$ cat src/cbd_pkg.sv
// package: constants and types for the configuration byte decoder
package cbd_pkg;

    // apb register byte offsets
    localparam logic [11:0] CBD_OFF_BROWNOUT = 12'h000;
    localparam logic [11:0] CBD_OFF_CONVERTER = 12'h004;
    localparam logic [11:0] CBD_OFF_WATCHDOG = 12'h008;
    localparam logic [11:0] CBD_OFF_STATUS = 12'h00C;

    // flash index of each configuration byte
    localparam logic [1:0] CBD_FLASH_IDX_BROWNOUT = 2'h0;
    localparam logic [1:0] CBD_FLASH_IDX_CONVERTER = 2'h1;
    localparam logic [1:0] CBD_FLASH_IDX_WATCHDOG = 2'h2;

    // brownout_config_byte fields
    localparam int CBD_BO_DETECT_ENABLE_BIT = 7;
    localparam int CBD_BO_THRESHOLD_LSB = 4;
    localparam int CBD_BO_FLASH_INHIBIT_BIT = 3;
    localparam int CBD_BO_RESET_ENABLE_BIT = 2;
    localparam logic [7:0] CBD_BO_MASK = 8'hBC;

    // converter_flag_config_byte fields
    localparam int CBD_CV_MATCH_ONLY_BIT = 3;
    localparam logic [7:0] CBD_CV_MASK = 8'h08;

    // watchdog_config_byte fields
    localparam int CBD_WD_POLICY_LSB = 4;
    localparam logic [7:0] CBD_WD_MASK = 8'hF0;
    localparam logic [3:0] CBD_WD_POLICY_TIMER = 4'hF;
    localparam logic [3:0] CBD_WD_POLICY_STOP_IDLE = 4'h5;

    // values after reset, before the flash image is loaded: brown-out and match-only off, watchdog as a free timer without reset
    localparam logic [7:0] CBD_BO_RESET = 8'h00;
    localparam logic [7:0] CBD_CV_RESET = 8'h00;
    localparam logic [7:0] CBD_WD_RESET = 8'hF0;

    // brown-out threshold codes and their levels in millivolts
    localparam logic [1:0] CBD_THR_CODE_2V2 = 2'h3;
    localparam logic [1:0] CBD_THR_CODE_2V7 = 2'h2;
    localparam logic [1:0] CBD_THR_CODE_3V7 = 2'h1;
    localparam logic [1:0] CBD_THR_CODE_4V4 = 2'h0;
    localparam logic [12:0] CBD_THR_MV_2V2 = 13'h0898;
    localparam logic [12:0] CBD_THR_MV_2V7 = 13'h0A8C;
    localparam logic [12:0] CBD_THR_MV_3V7 = 13'h0E74;
    localparam logic [12:0] CBD_THR_MV_4V4 = 13'h1130;

    // status register bits
    localparam int CBD_ST_LOADED_BIT = 0;
    localparam int CBD_ST_SUPPLY_LOW_BIT = 1;
    localparam int CBD_ST_INHIBIT_BIT = 2;
    localparam int CBD_ST_BOD_RESET_BIT = 3;

    typedef enum logic [1:0] {
        CBD_LD_BROWNOUT,
        CBD_LD_CONVERTER,
        CBD_LD_WATCHDOG,
        CBD_LD_RUN
    } cbd_load_state_t;

    typedef struct packed {
        cbd_load_state_t state;
        logic [7:0] bo_byte;
        logic [7:0] cv_byte;
        logic [7:0] wd_byte;
        logic [31:0] prdata;
        logic pslverr;
        logic conv_flag;
        logic flash_inhibit;
        logic bod_reset;
        logic core_release;
    } cbd_state_t;

endpackage
$ cat src/cbd_config_byte_decoder.sv
// module: configuration byte loader and decoder with apb access
//
// Added by the designer: the register offsets and the APB register port.
`timescale 1ns/1ps
module cbd_config_byte_decoder (
    // clock and reset
    input wire logic pclk,
    input wire logic presetn,
    // apb slave
    input wire logic psel,
    input wire logic penable,
    input wire logic pwrite,
    input wire logic [11:0] paddr,
    input wire logic [31:0] pwdata,
    input wire logic [3:0] pstrb,
    output logic [31:0] prdata,
    output logic pready,
    output logic pslverr,
    // configuration flash read port
    output logic flash_req,
    output logic [1:0] flash_index,
    input wire logic [7:0] flash_rdata,
    input wire logic flash_ack,
    // core reset release
    output logic core_release,
    // brown-out detector
    input wire logic supply_low,
    output logic brownout_detect_on,
    output logic [1:0] brownout_threshold_select,
    output logic [12:0] brownout_threshold_mv,
    output logic brownout_reset_req,
    output logic flash_program_inhibit,
    // converter
    input wire logic conv_done,
    input wire logic conv_compare_mode,
    input wire logic conv_compare_match,
    output logic converter_done_flag_set,
    // watchdog
    output logic watchdog_reset_enable,
    output logic watchdog_halt_in_sleep,
    output logic watchdog_timer_free
);

    cbd_pkg::cbd_state_t st_r;
    cbd_pkg::cbd_state_t st_nxt;

    logic setup_phase;
    logic write_taken;
    logic bo_detect;
    logic bo_inhibit;
    logic bo_reset_en;
    logic [1:0] bo_thr;
    logic cv_match_only;
    logic [3:0] wd_policy;
    logic [31:0] status_word;

    assign setup_phase = psel & ~penable;
    assign write_taken = psel & penable & pwrite & pstrb[0];

    assign bo_detect = st_r.bo_byte[cbd_pkg::CBD_BO_DETECT_ENABLE_BIT];
    assign bo_inhibit = st_r.bo_byte[cbd_pkg::CBD_BO_FLASH_INHIBIT_BIT];
    assign bo_reset_en = st_r.bo_byte[cbd_pkg::CBD_BO_RESET_ENABLE_BIT];
    assign bo_thr = st_r.bo_byte[cbd_pkg::CBD_BO_THRESHOLD_LSB +: 2];
    assign cv_match_only = st_r.cv_byte[cbd_pkg::CBD_CV_MATCH_ONLY_BIT];
    assign wd_policy = st_r.wd_byte[cbd_pkg::CBD_WD_POLICY_LSB +: 4];

    always_comb begin
        status_word = 32'h0000_0000;
        status_word[cbd_pkg::CBD_ST_LOADED_BIT] = st_r.core_release;
        status_word[cbd_pkg::CBD_ST_SUPPLY_LOW_BIT] = supply_low;
        status_word[cbd_pkg::CBD_ST_INHIBIT_BIT] = st_r.flash_inhibit;
        status_word[cbd_pkg::CBD_ST_BOD_RESET_BIT] = st_r.bod_reset;
    end

    always_comb begin
        st_nxt = st_r;

        // flash image load after reset; the core stays held until the last byte lands
        unique case (st_r.state)
            cbd_pkg::CBD_LD_BROWNOUT: begin
                if (flash_ack) begin
                    st_nxt.bo_byte = flash_rdata & cbd_pkg::CBD_BO_MASK;
                    st_nxt.state = cbd_pkg::CBD_LD_CONVERTER;
                end
            end
            cbd_pkg::CBD_LD_CONVERTER: begin
                if (flash_ack) begin
                    st_nxt.cv_byte = flash_rdata & cbd_pkg::CBD_CV_MASK;
                    st_nxt.state = cbd_pkg::CBD_LD_WATCHDOG;
                end
            end
            cbd_pkg::CBD_LD_WATCHDOG: begin
                if (flash_ack) begin
                    st_nxt.wd_byte = flash_rdata & cbd_pkg::CBD_WD_MASK;
                    st_nxt.state = cbd_pkg::CBD_LD_RUN;
                    st_nxt.core_release = 1'b1;
                end
            end
            cbd_pkg::CBD_LD_RUN: begin
                // software writes only after load, so a late write cannot be overwritten
                if (write_taken) begin
                    unique case (paddr)
                        cbd_pkg::CBD_OFF_BROWNOUT:
                            st_nxt.bo_byte = pwdata[7:0] & cbd_pkg::CBD_BO_MASK;
                        cbd_pkg::CBD_OFF_CONVERTER:
                            st_nxt.cv_byte = pwdata[7:0] & cbd_pkg::CBD_CV_MASK;
                        cbd_pkg::CBD_OFF_WATCHDOG:
                            st_nxt.wd_byte = pwdata[7:0] & cbd_pkg::CBD_WD_MASK;
                        default: begin
                        end
                    endcase
                end
            end
        endcase

        // read data is captured in the setup phase so the access phase needs no wait
        if (setup_phase) begin
            st_nxt.pslverr = 1'b0;
            unique case (paddr)
                cbd_pkg::CBD_OFF_BROWNOUT: st_nxt.prdata = {24'h000000, st_r.bo_byte};
                cbd_pkg::CBD_OFF_CONVERTER: st_nxt.prdata = {24'h000000, st_r.cv_byte};
                cbd_pkg::CBD_OFF_WATCHDOG: st_nxt.prdata = {24'h000000, st_r.wd_byte};
                cbd_pkg::CBD_OFF_STATUS: begin
                    st_nxt.prdata = status_word;
                    st_nxt.pslverr = pwrite;
                end
                default: begin
                    st_nxt.prdata = 32'h0000_0000;
                    st_nxt.pslverr = 1'b1;
                end
            endcase
        end

        // inhibit and brown-out reset need the detector running
        st_nxt.flash_inhibit = bo_detect & bo_inhibit & supply_low;
        st_nxt.bod_reset = bo_detect & bo_reset_en & supply_low;

        // flag on every conversion, or only on a match in compare mode
        st_nxt.conv_flag = conv_done &
            (~cv_match_only | ~conv_compare_mode | conv_compare_match);
    end

    always_ff @(posedge pclk or negedge presetn) begin
        if (!presetn) begin
            st_r.state <= cbd_pkg::CBD_LD_BROWNOUT;
            st_r.bo_byte <= cbd_pkg::CBD_BO_RESET;
            st_r.cv_byte <= cbd_pkg::CBD_CV_RESET;
            st_r.wd_byte <= cbd_pkg::CBD_WD_RESET;
            st_r.prdata <= 32'h0000_0000;
            st_r.pslverr <= 1'b0;
            st_r.conv_flag <= 1'b0;
            st_r.flash_inhibit <= 1'b0;
            st_r.bod_reset <= 1'b0;
            st_r.core_release <= 1'b0;
        end else begin
            st_r <= st_nxt;
        end
    end

    // apb answers: zero wait states
    assign pready = 1'b1;
    assign prdata = st_r.prdata;
    assign pslverr = st_r.pslverr & psel & penable;

    // flash request stays high through the whole load, until the acknowledge of the watchdog byte
    assign flash_req = (st_r.state != cbd_pkg::CBD_LD_RUN);
    always_comb begin
        unique case (st_r.state)
            cbd_pkg::CBD_LD_CONVERTER: flash_index = cbd_pkg::CBD_FLASH_IDX_CONVERTER;
            cbd_pkg::CBD_LD_WATCHDOG: flash_index = cbd_pkg::CBD_FLASH_IDX_WATCHDOG;
            default: flash_index = cbd_pkg::CBD_FLASH_IDX_BROWNOUT;
        endcase
    end

    assign core_release = st_r.core_release;

    // brown-out settings
    assign brownout_detect_on = bo_detect;
    assign brownout_threshold_select = bo_thr;
    always_comb begin
        unique case (bo_thr)
            cbd_pkg::CBD_THR_CODE_2V2: brownout_threshold_mv = cbd_pkg::CBD_THR_MV_2V2;
            cbd_pkg::CBD_THR_CODE_2V7: brownout_threshold_mv = cbd_pkg::CBD_THR_MV_2V7;
            cbd_pkg::CBD_THR_CODE_3V7: brownout_threshold_mv = cbd_pkg::CBD_THR_MV_3V7;
            cbd_pkg::CBD_THR_CODE_4V4: brownout_threshold_mv = cbd_pkg::CBD_THR_MV_4V4;
        endcase
    end
    assign brownout_reset_req = st_r.bod_reset;
    assign flash_program_inhibit = st_r.flash_inhibit;

    assign converter_done_flag_set = st_r.conv_flag;

    // watchdog policy decode
    assign watchdog_timer_free = (wd_policy == cbd_pkg::CBD_WD_POLICY_TIMER);
    assign watchdog_reset_enable = (wd_policy != cbd_pkg::CBD_WD_POLICY_TIMER);
    assign watchdog_halt_in_sleep = (wd_policy == cbd_pkg::CBD_WD_POLICY_STOP_IDLE);

endmodule

$ cat config.mk
export PLATFORM = sky130hd
export DESIGN_NAME = cbd_config_byte_decoder
export DESIGN_NICKNAME = d
export VERILOG_FILES = /design/src/cbd_pkg.sv /design/src/cbd_config_byte_decoder.sv
export SDC_FILE = /design/constraint.sdc
export NUM_CORES = 1
export LEC_CHECK = 0
export BUFFER_PORTS_ARGS = -buffer_cell sky130_fd_sc_hd__buf_2
export CORE_MARGIN = 2
export CORE_UTILIZATION = 38
export CTS_CLUSTER_DIAMETER = 100
export DETAILED_ROUTE_END_ITERATION = 16
export PLACE_DENSITY = 0.76
export SKIP_LAST_GASP = 1
export SLEW_MARGIN = 10
export SYNTH_ARGS = -nofsm -noshare
export SYNTH_HDL_FRONTEND = slang
export SYNTH_SLANG_ARGS = --single-unit
$ cat constraint.sdc
create_clock -name pclk -period 1.8 [get_ports pclk]
set_input_delay 0.18 -clock pclk [delete_from_list [all_inputs] [get_ports pclk]]
set_output_delay 0.18 -clock pclk [all_outputs]
set_load 0.1 [all_outputs]
==> results of run 1 <==
-- power groups by stage --
stage | Sequential [mW] | Combinational, mW | Clock, mW
after floorplan | 1.12 | 3.14 | 0
after global placement | 0.969 | 3.90 | 0
after CTS | 0.971 | 3.97 | 0.340
after global routing | 1.00 | 4.18 | 0.371
final | 0.976 | 3.96 | 0.326
after detailed placement | 0.980 | 3.94 | 0
-- cell usage after synthesis, types with 2 or more instances --
master,instances,share of area [%]
ha_1,13,8.2
nand2b_1,7,2.2
nand3_1,9,2.3
or2_2,3,0.94
mux2i_1,4,2.0
nor4_1,3,0.94
o311a_1,2,1.0
buf_1,2,0.38
buf_4,41,15
and3_1,3,0.94
nor3_1,4,1.0
dfrtp_1,21,26
conb_1,2,0.38
nand4_1,7,2.2
nor2b_1,2,0.63
clkbuf_1,5,0.94
dfstp_2,4,5.3
o22a_1,4,1.8
or4_4,2,1.1
nand2_1,17,3.2
nor2_1,12,2.3
a211oi_1,4,1.5
a31oi_1,3,0.94
or3_1,3,0.94
a21oi_1,3,0.75
a2bb2oi_1,2,0.88
o22ai_1,8,2.5
o21ai_0,10,2.5
inv_1,15,2.8
-- per-stage QoR --
stage / std cells / util [%] / setup slack, ps
final: 356 / 46.8 / 78.0
after detailed placement: 351 / 45.4 / 81.5
after floorplan: 255 / - / -840
after global routing: 356 / 46.8 / -27.7
after global placement: 351 / 45.4 / 103
after CTS: 356 / 46.6 / 20.7
-- final cells by class --
| class | instances | share of cell area, % |
|---|---|---|
| multi-input cells | 167 | 45.6 |
| flip-flops and latches | 25 | 26.6 |
| repair buffers | 75 | 19.5 |
| well taps | 70 | 3.68 |
| inverters | 15 | 2.68 |
| clock buffers | 4 | 1.89 |
-- per-layer routing --
metal  track usage (%)  vias up  share of wire, %
met5                 0        -                 0
met4              5.64        0               1.5
met3              3.08        6               6.0
met2              25.7       65                48
met1              20.3      805                44
li1                  -      862                 -
-- path summary, 6_finish.rpt --
kind,cells past startpoint,slack [ps],endpoint
setup / recovery,4,80,brownout_threshold_mv[7]
hold / removal,3,110,st_r[43]
setup reg to reg,6,170,cv_match_only
hold reg to reg,2,480,prdata[0]
max in group asynchronous,2,940,st_r[62]
min in group asynchronous,2,450,prdata[6]
-- critical path: cells and delay by family, from the launching register on --
kind,cells,cell delay [ps]
AND/OR/NAND/NOR,1,270
flip-flops,1,400
buffers and inverters,2,400
adder cells (fa/ha/maj),1,200
-- kinds of logic (layout without fill, tap and decap cells) --
| logic type | Yosys count | in the layout | synth area share [%] |
|---|---|---|---|
| muxes | 5 | 5 | 2.58 |
| adders and majority gates | 13 | 13 | 8.17 |
| and+or+nand+nor | 78 | 78 | 21.4 |
| buffers and inverters | 63 | 94 | 19.6 |
| DFF | 25 | 25 | 31.7 |
| other | 2 | 27 | 0.377 |
| AOI/OAI and AO/OA | 44 | 44 | 16.2 |
-- cell usage in the layout (no fill, tap or decap), drive strengths merged, types with 8 or more instances in the layout --
| master | count |
|---|---|
| nand3 | 9 |
| ha | 13 |
| o21ai | 10 |
| buf | 72 |
| dfrtp | 21 |
| nor2 | 12 |
| conb | 27 |
| inv | 13 |
| nand2 | 17 |
| o22ai | 8 |
-- timing repair --
action | in CTS | in global routing
endpoints found under the setup margin | 1 | 13
hold buffers | 1 | 0
gates resized for setup | 2 | 5
hold endpoints to repair | 21 | 0
==> metrics.csv, run 1 <==
metric,value,unit
status,finished clean,
reg2reg start,st_r[62],
Hold WC Path Type,primary input to register,
Sw Ratio,62.7,%
worst-skew pair later-pin latency,260,ps
cell internal pwr,1.96,mW
initial DRC count,89,
placed cell areas,2310,um^2
count of different cell masters after synthesis,44,
core area,5070,um^2
die width,76.4,um
pwr/cell area,2210,nW/um^2
worst vdd ir,2.15,mV
maximum clock path buffer count,2,
Area Growth Syn to Fin,19.4,%
Comb pwr share,75.2,%
CP Data Required Time,1620,ps
Post-Synthesis Cells,230,
remaining antenna violation count,0,
max cap viols,0,
share of cells above drive strength 1,34.6,%
CTS tree,built,
RSZ-0062 raised after global routing,yes,
fin crit share,95.7,%
htree depth,1,
CP Capture Type,output port,
P_sw,3.30,mW
Power Total,5.26,mW
Clock Tree Root,clkbuf_8,
post-synthesis register bit count,25,
Cell Rows,26,
origin of the worst setup path,brownout_threshold_select[0],
max FFs per register,8,
dpl hpwl,3630,um
Fillers,511,
worst setup path class,register to output port,
Leakage,1.16,nW
DRC,0,
fin area,2380,um^2
clk slew on worst S/H paths,80,ps
layout net count,366,
sequential-to-total area share from yosys stat,31.7,%
worst hold slack,109,ps
Synth Flop Type,dfrtp_1,
Antenna Cells,0,
number of placed I/O pins,126,
DRT Wirelength,4480,um
post-CTS setup buffer count,0,
Final Skew,1.28,ps
drt pass-1 iters,4,
largest net degree at the start of global routing,26,
DR WL/cell,12.6,um
vias per cell,4.88,
Final Max Tran Viols,0,
Mapped Area,1990,um^2
total gr overflow,0,
CP peak stage delay,400,ps
Multi-input gate area,1080,um^2
GPL Wtd Cong,0.810,
fin crit period,1720,ps
crit path max fanout,4,
synthesis warning total,0,
Setup TNS,0,ps
Avg Inst Size Synth,8.66,um^2
Clk pwr share,6.2,%
register area,633,um^2
Port Buffers,67,
Biggest register,prdata,
gr usage total,15.6,%
hold path startpoint,pwdata[6],
Slowest cell on crit path,dfrtp_1,
die height,76.4,um
initial antenna violation count,0,
fmax,581,MHz
first-pass GRT wire length,7510,um
clk sink count,25,
die area,5830,um^2
Final Setup Violations,0,
vias,1738,
startpoint types,register,
Initial Utilization,39.2,%
"EDFF count, synth",0,
sequential fraction of design power,18.6,%
vias in the first global route,1635,
Crit path arrival time,1540,ps
worst-path cell chain,"inv_1, ha_1, or2_2, buf_2",
Max-slew headroom,61.7,%
Worst Tran Pin Value,575,ps
TritonCTS Buffers,3,
"Hold Vio Cnt, Final",0,
post-synthesis async set-or-reset flop share,100,%
(Power assumes the default switching activity.)
==> run 2, diff against run 1 <==
--- a/config.mk
+++ b/config.mk
@@ -10,6 +10,7 @@
 export CORE_UTILIZATION = 38
 export CTS_CLUSTER_DIAMETER = 100
 export DETAILED_ROUTE_END_ITERATION = 16
+export GPL_TIMING_DRIVEN = 0
 export PLACE_DENSITY = 0.76
 export SKIP_LAST_GASP = 1
 export SLEW_MARGIN = 10
==> run 2 against run 1 <==
Against the previous run: the run now ends with negative setup slack left; maximum frequency fell by 4.7%; hold slack lost 6.6 ps; power rose by 0.38%; clock skew is 2.4 ps higher; sequential power increased by 2%; cell count rose by 12%; critical path depth increased by 1; via count grew 6.4%; global-route usage grew 1.1 points; sequential share of layout area down 2.6 points; sequential cell count stayed put.
==> metrics.csv, run 2 (synthesis results as in run 1) <==
metric,value,unit
Biggest register,prdata,
"most common cell after layout, fill and taps aside",buf_2,
Slowest cell on crit path,dfrtp_2,
CP peak stage delay,420,ps
remaining antenna violation count,0,
fin area,2640,um^2
Crit Reg-Reg Endpoint,st_r[62],
Setup TNS,-7.71,ps
DR WL/cell,12.0,um
vias in the first global route,1812,
worst-path cell chain,"inv_1, ha_1, or2_2, buf_4, buf_4",
Hold WC Path Type,primary input to register,
die width,76.4,um
PnR worst setup slack,-7.71,ps
first-pass GRT wire length,8020,um
CP bufs+invs,3,
crit path max fanout,5,
die height,76.4,um
Leakage,1.35,nW
Port Buffers,66,
number of placed I/O pins,126,
core area,5070,um^2
Clock Tree Root,clkbuf_8,
max FFs per register,8,
worst-skew pair later-pin latency,280,ps
Worst Reg-to-Reg Cells,5,
Max-slew headroom,61.4,%
Cell Rows,26,
fin crit share,100,%
DRT Wirelength,4770,um
Final Skew,3.69,ps
status,"finished, violations left",
clk sink count,25,
Worst Tran Pin Value,578,ps
Area Growth Syn to Fin,32.7,%
initial antenna violation count,0,
dpl hpwl,3830,um
reg2reg start,st_r[61],
maximum clock path buffer count,2,
die area,5830,um^2
CTS tree,built,
max cap viols,0,
startpoint types,register,
Crit path arrival time,1630,ps
clk slew on worst S/H paths,90,ps
drt pass-1 iters,4,
Crit path depth,5,
layout net count,407,
Place WS,-75.9,ps
Top Family by Delay on Critical Path,buffers and inverters,
placed cell areas,2530,um^2
TritonCTS Buffers,3,
total gr overflow,0,
fin crit period,1810,ps
fmax,553,MHz
"commonest non-fill, non-tap cells in the layout","buf_2 (58), buf_4 (50), conb_1 (27), nand2_1 (17), dfrtp_1 (17)",
RSZ-0062 raised after global routing,yes,
DRC,0,
initial DRC count,81,
Final Setup Violations,1,
GPL Wtd Cong,0.866,
largest net degree at the start of global routing,26,
vias,1850,
vias per cell,4.66,
htree depth,1,
CP dominant cell by count,buf_4,
violated checks,negative setup slack,
worst vdd ir,1.80,mV
CP Data Required Time,1620,ps
worst setup path endpoint,brownout_threshold_mv[7],
R2R Setup Slk,150,ps
share of cells above drive strength 1,42.8,%
origin of the worst setup path,brownout_threshold_select[0],
Antenna Cells,0,
gr usage total,16.7,%
CP Capture Type,output port,
Initial Utilization,39.2,%
Final Max Tran Viols,0,
pwr/cell area,2000,nW/um^2
worst setup path class,register to output port,
"Hold Vio Cnt, Final",0,
-- run 2: changes by cell type in the layout (fill, tap and decap cells not counted) --
cell / before / now
ha_1: 9 / 8
buf_1: 0 / 1
buf_2: 61 / 58
clkbuf_4: 2 / 1
dfrtp_2: 2 / 4
ha_2: 4 / 5
clkbuf_1: 1 / 3
buf_6: 0 / 2
dfrtp_1: 19 / 17
buf_4: 7 / 50
clkinv_2: 0 / 1
buf_12: 4 / 0
-- run 2: what timing repair did --
action / in CTS / in global routing
resized for setup: 13 / 8
hold buffers: 1 / 0
buffers inserted: 0 / 2
endpoints found under the hold margin: 21 / 0
cloned: 0 / 0
setup endpoints to repair: 14 / 14
-- run 2: worst min path at each step --
stage / from / to / slack (ps) / depth (start not counted)
floorplan: presetn / bo_inhibit / -120 / 0
global placement: presetn / prdata[4] / 200 / 1
detailed placement: presetn / prdata[4] / 210 / 1
CTS: conv_done / converter_done_flag_set / 100 / 2
global route: conv_done / converter_done_flag_set / 100 / 2
finish: conv_done / converter_done_flag_set / 100 / 2
-- run 2: worst register-to-register path, stage by stage (launching register included) --
cell	delay, ps
dfrtp_2	460
inv_1	120
ha_2	290
nor3_1	70
o21bai_1	230
mux2_2	360
-- run 2: area by class of cell --
type,instances,area [um^2]
Fill cell,486,2430
Buffer,47,335
Clock buffer,3,41.3
Sequential cell,25,636
Multi-Input combinational cell,167,1090
Tap cell,70,87.6
Clock inverter,1,5.00
Inverter,15,63.8
Timing Repair Buffer,69,385
-- run 2: where the power goes --
part	internal (mW)	switching [mW]	total (mW)
clock	0.156	0.195	0.351
sequential	0.768	0.226	0.994
combinational	1.02	2.92	3.94
total	1.94	3.34	5.28
-- run 2: metrics by stage --
stage                     std cells  utilization (%)  power, mW  hold WS (ps)
after detailed placement        391             49.8       4.76           210
final                           397             52.0       5.28           102
after global routing            397             52.0       5.56           105
after global placement          391             49.8       4.70           202
after floorplan                 255                -       4.26          -116
after CTS                       395             51.4       5.22           101
-- run 2: metal layers --
| metal | GRT usage [%] | wire (um) | share of wire, % | up-vias |
|---|---|---|---|---|
| li1 | - | - | - | 936 |
| met5 | 0 | 0 | 0 | - |
| met4 | 3.82 | 39 | 0.82 | 0 |
| met1 | 19.7 | 2040 | 43 | 842 |
| met2 | 31.5 | 2400 | 50 | 67 |
| met3 | 2.84 | 295 | 6.2 | 5 |
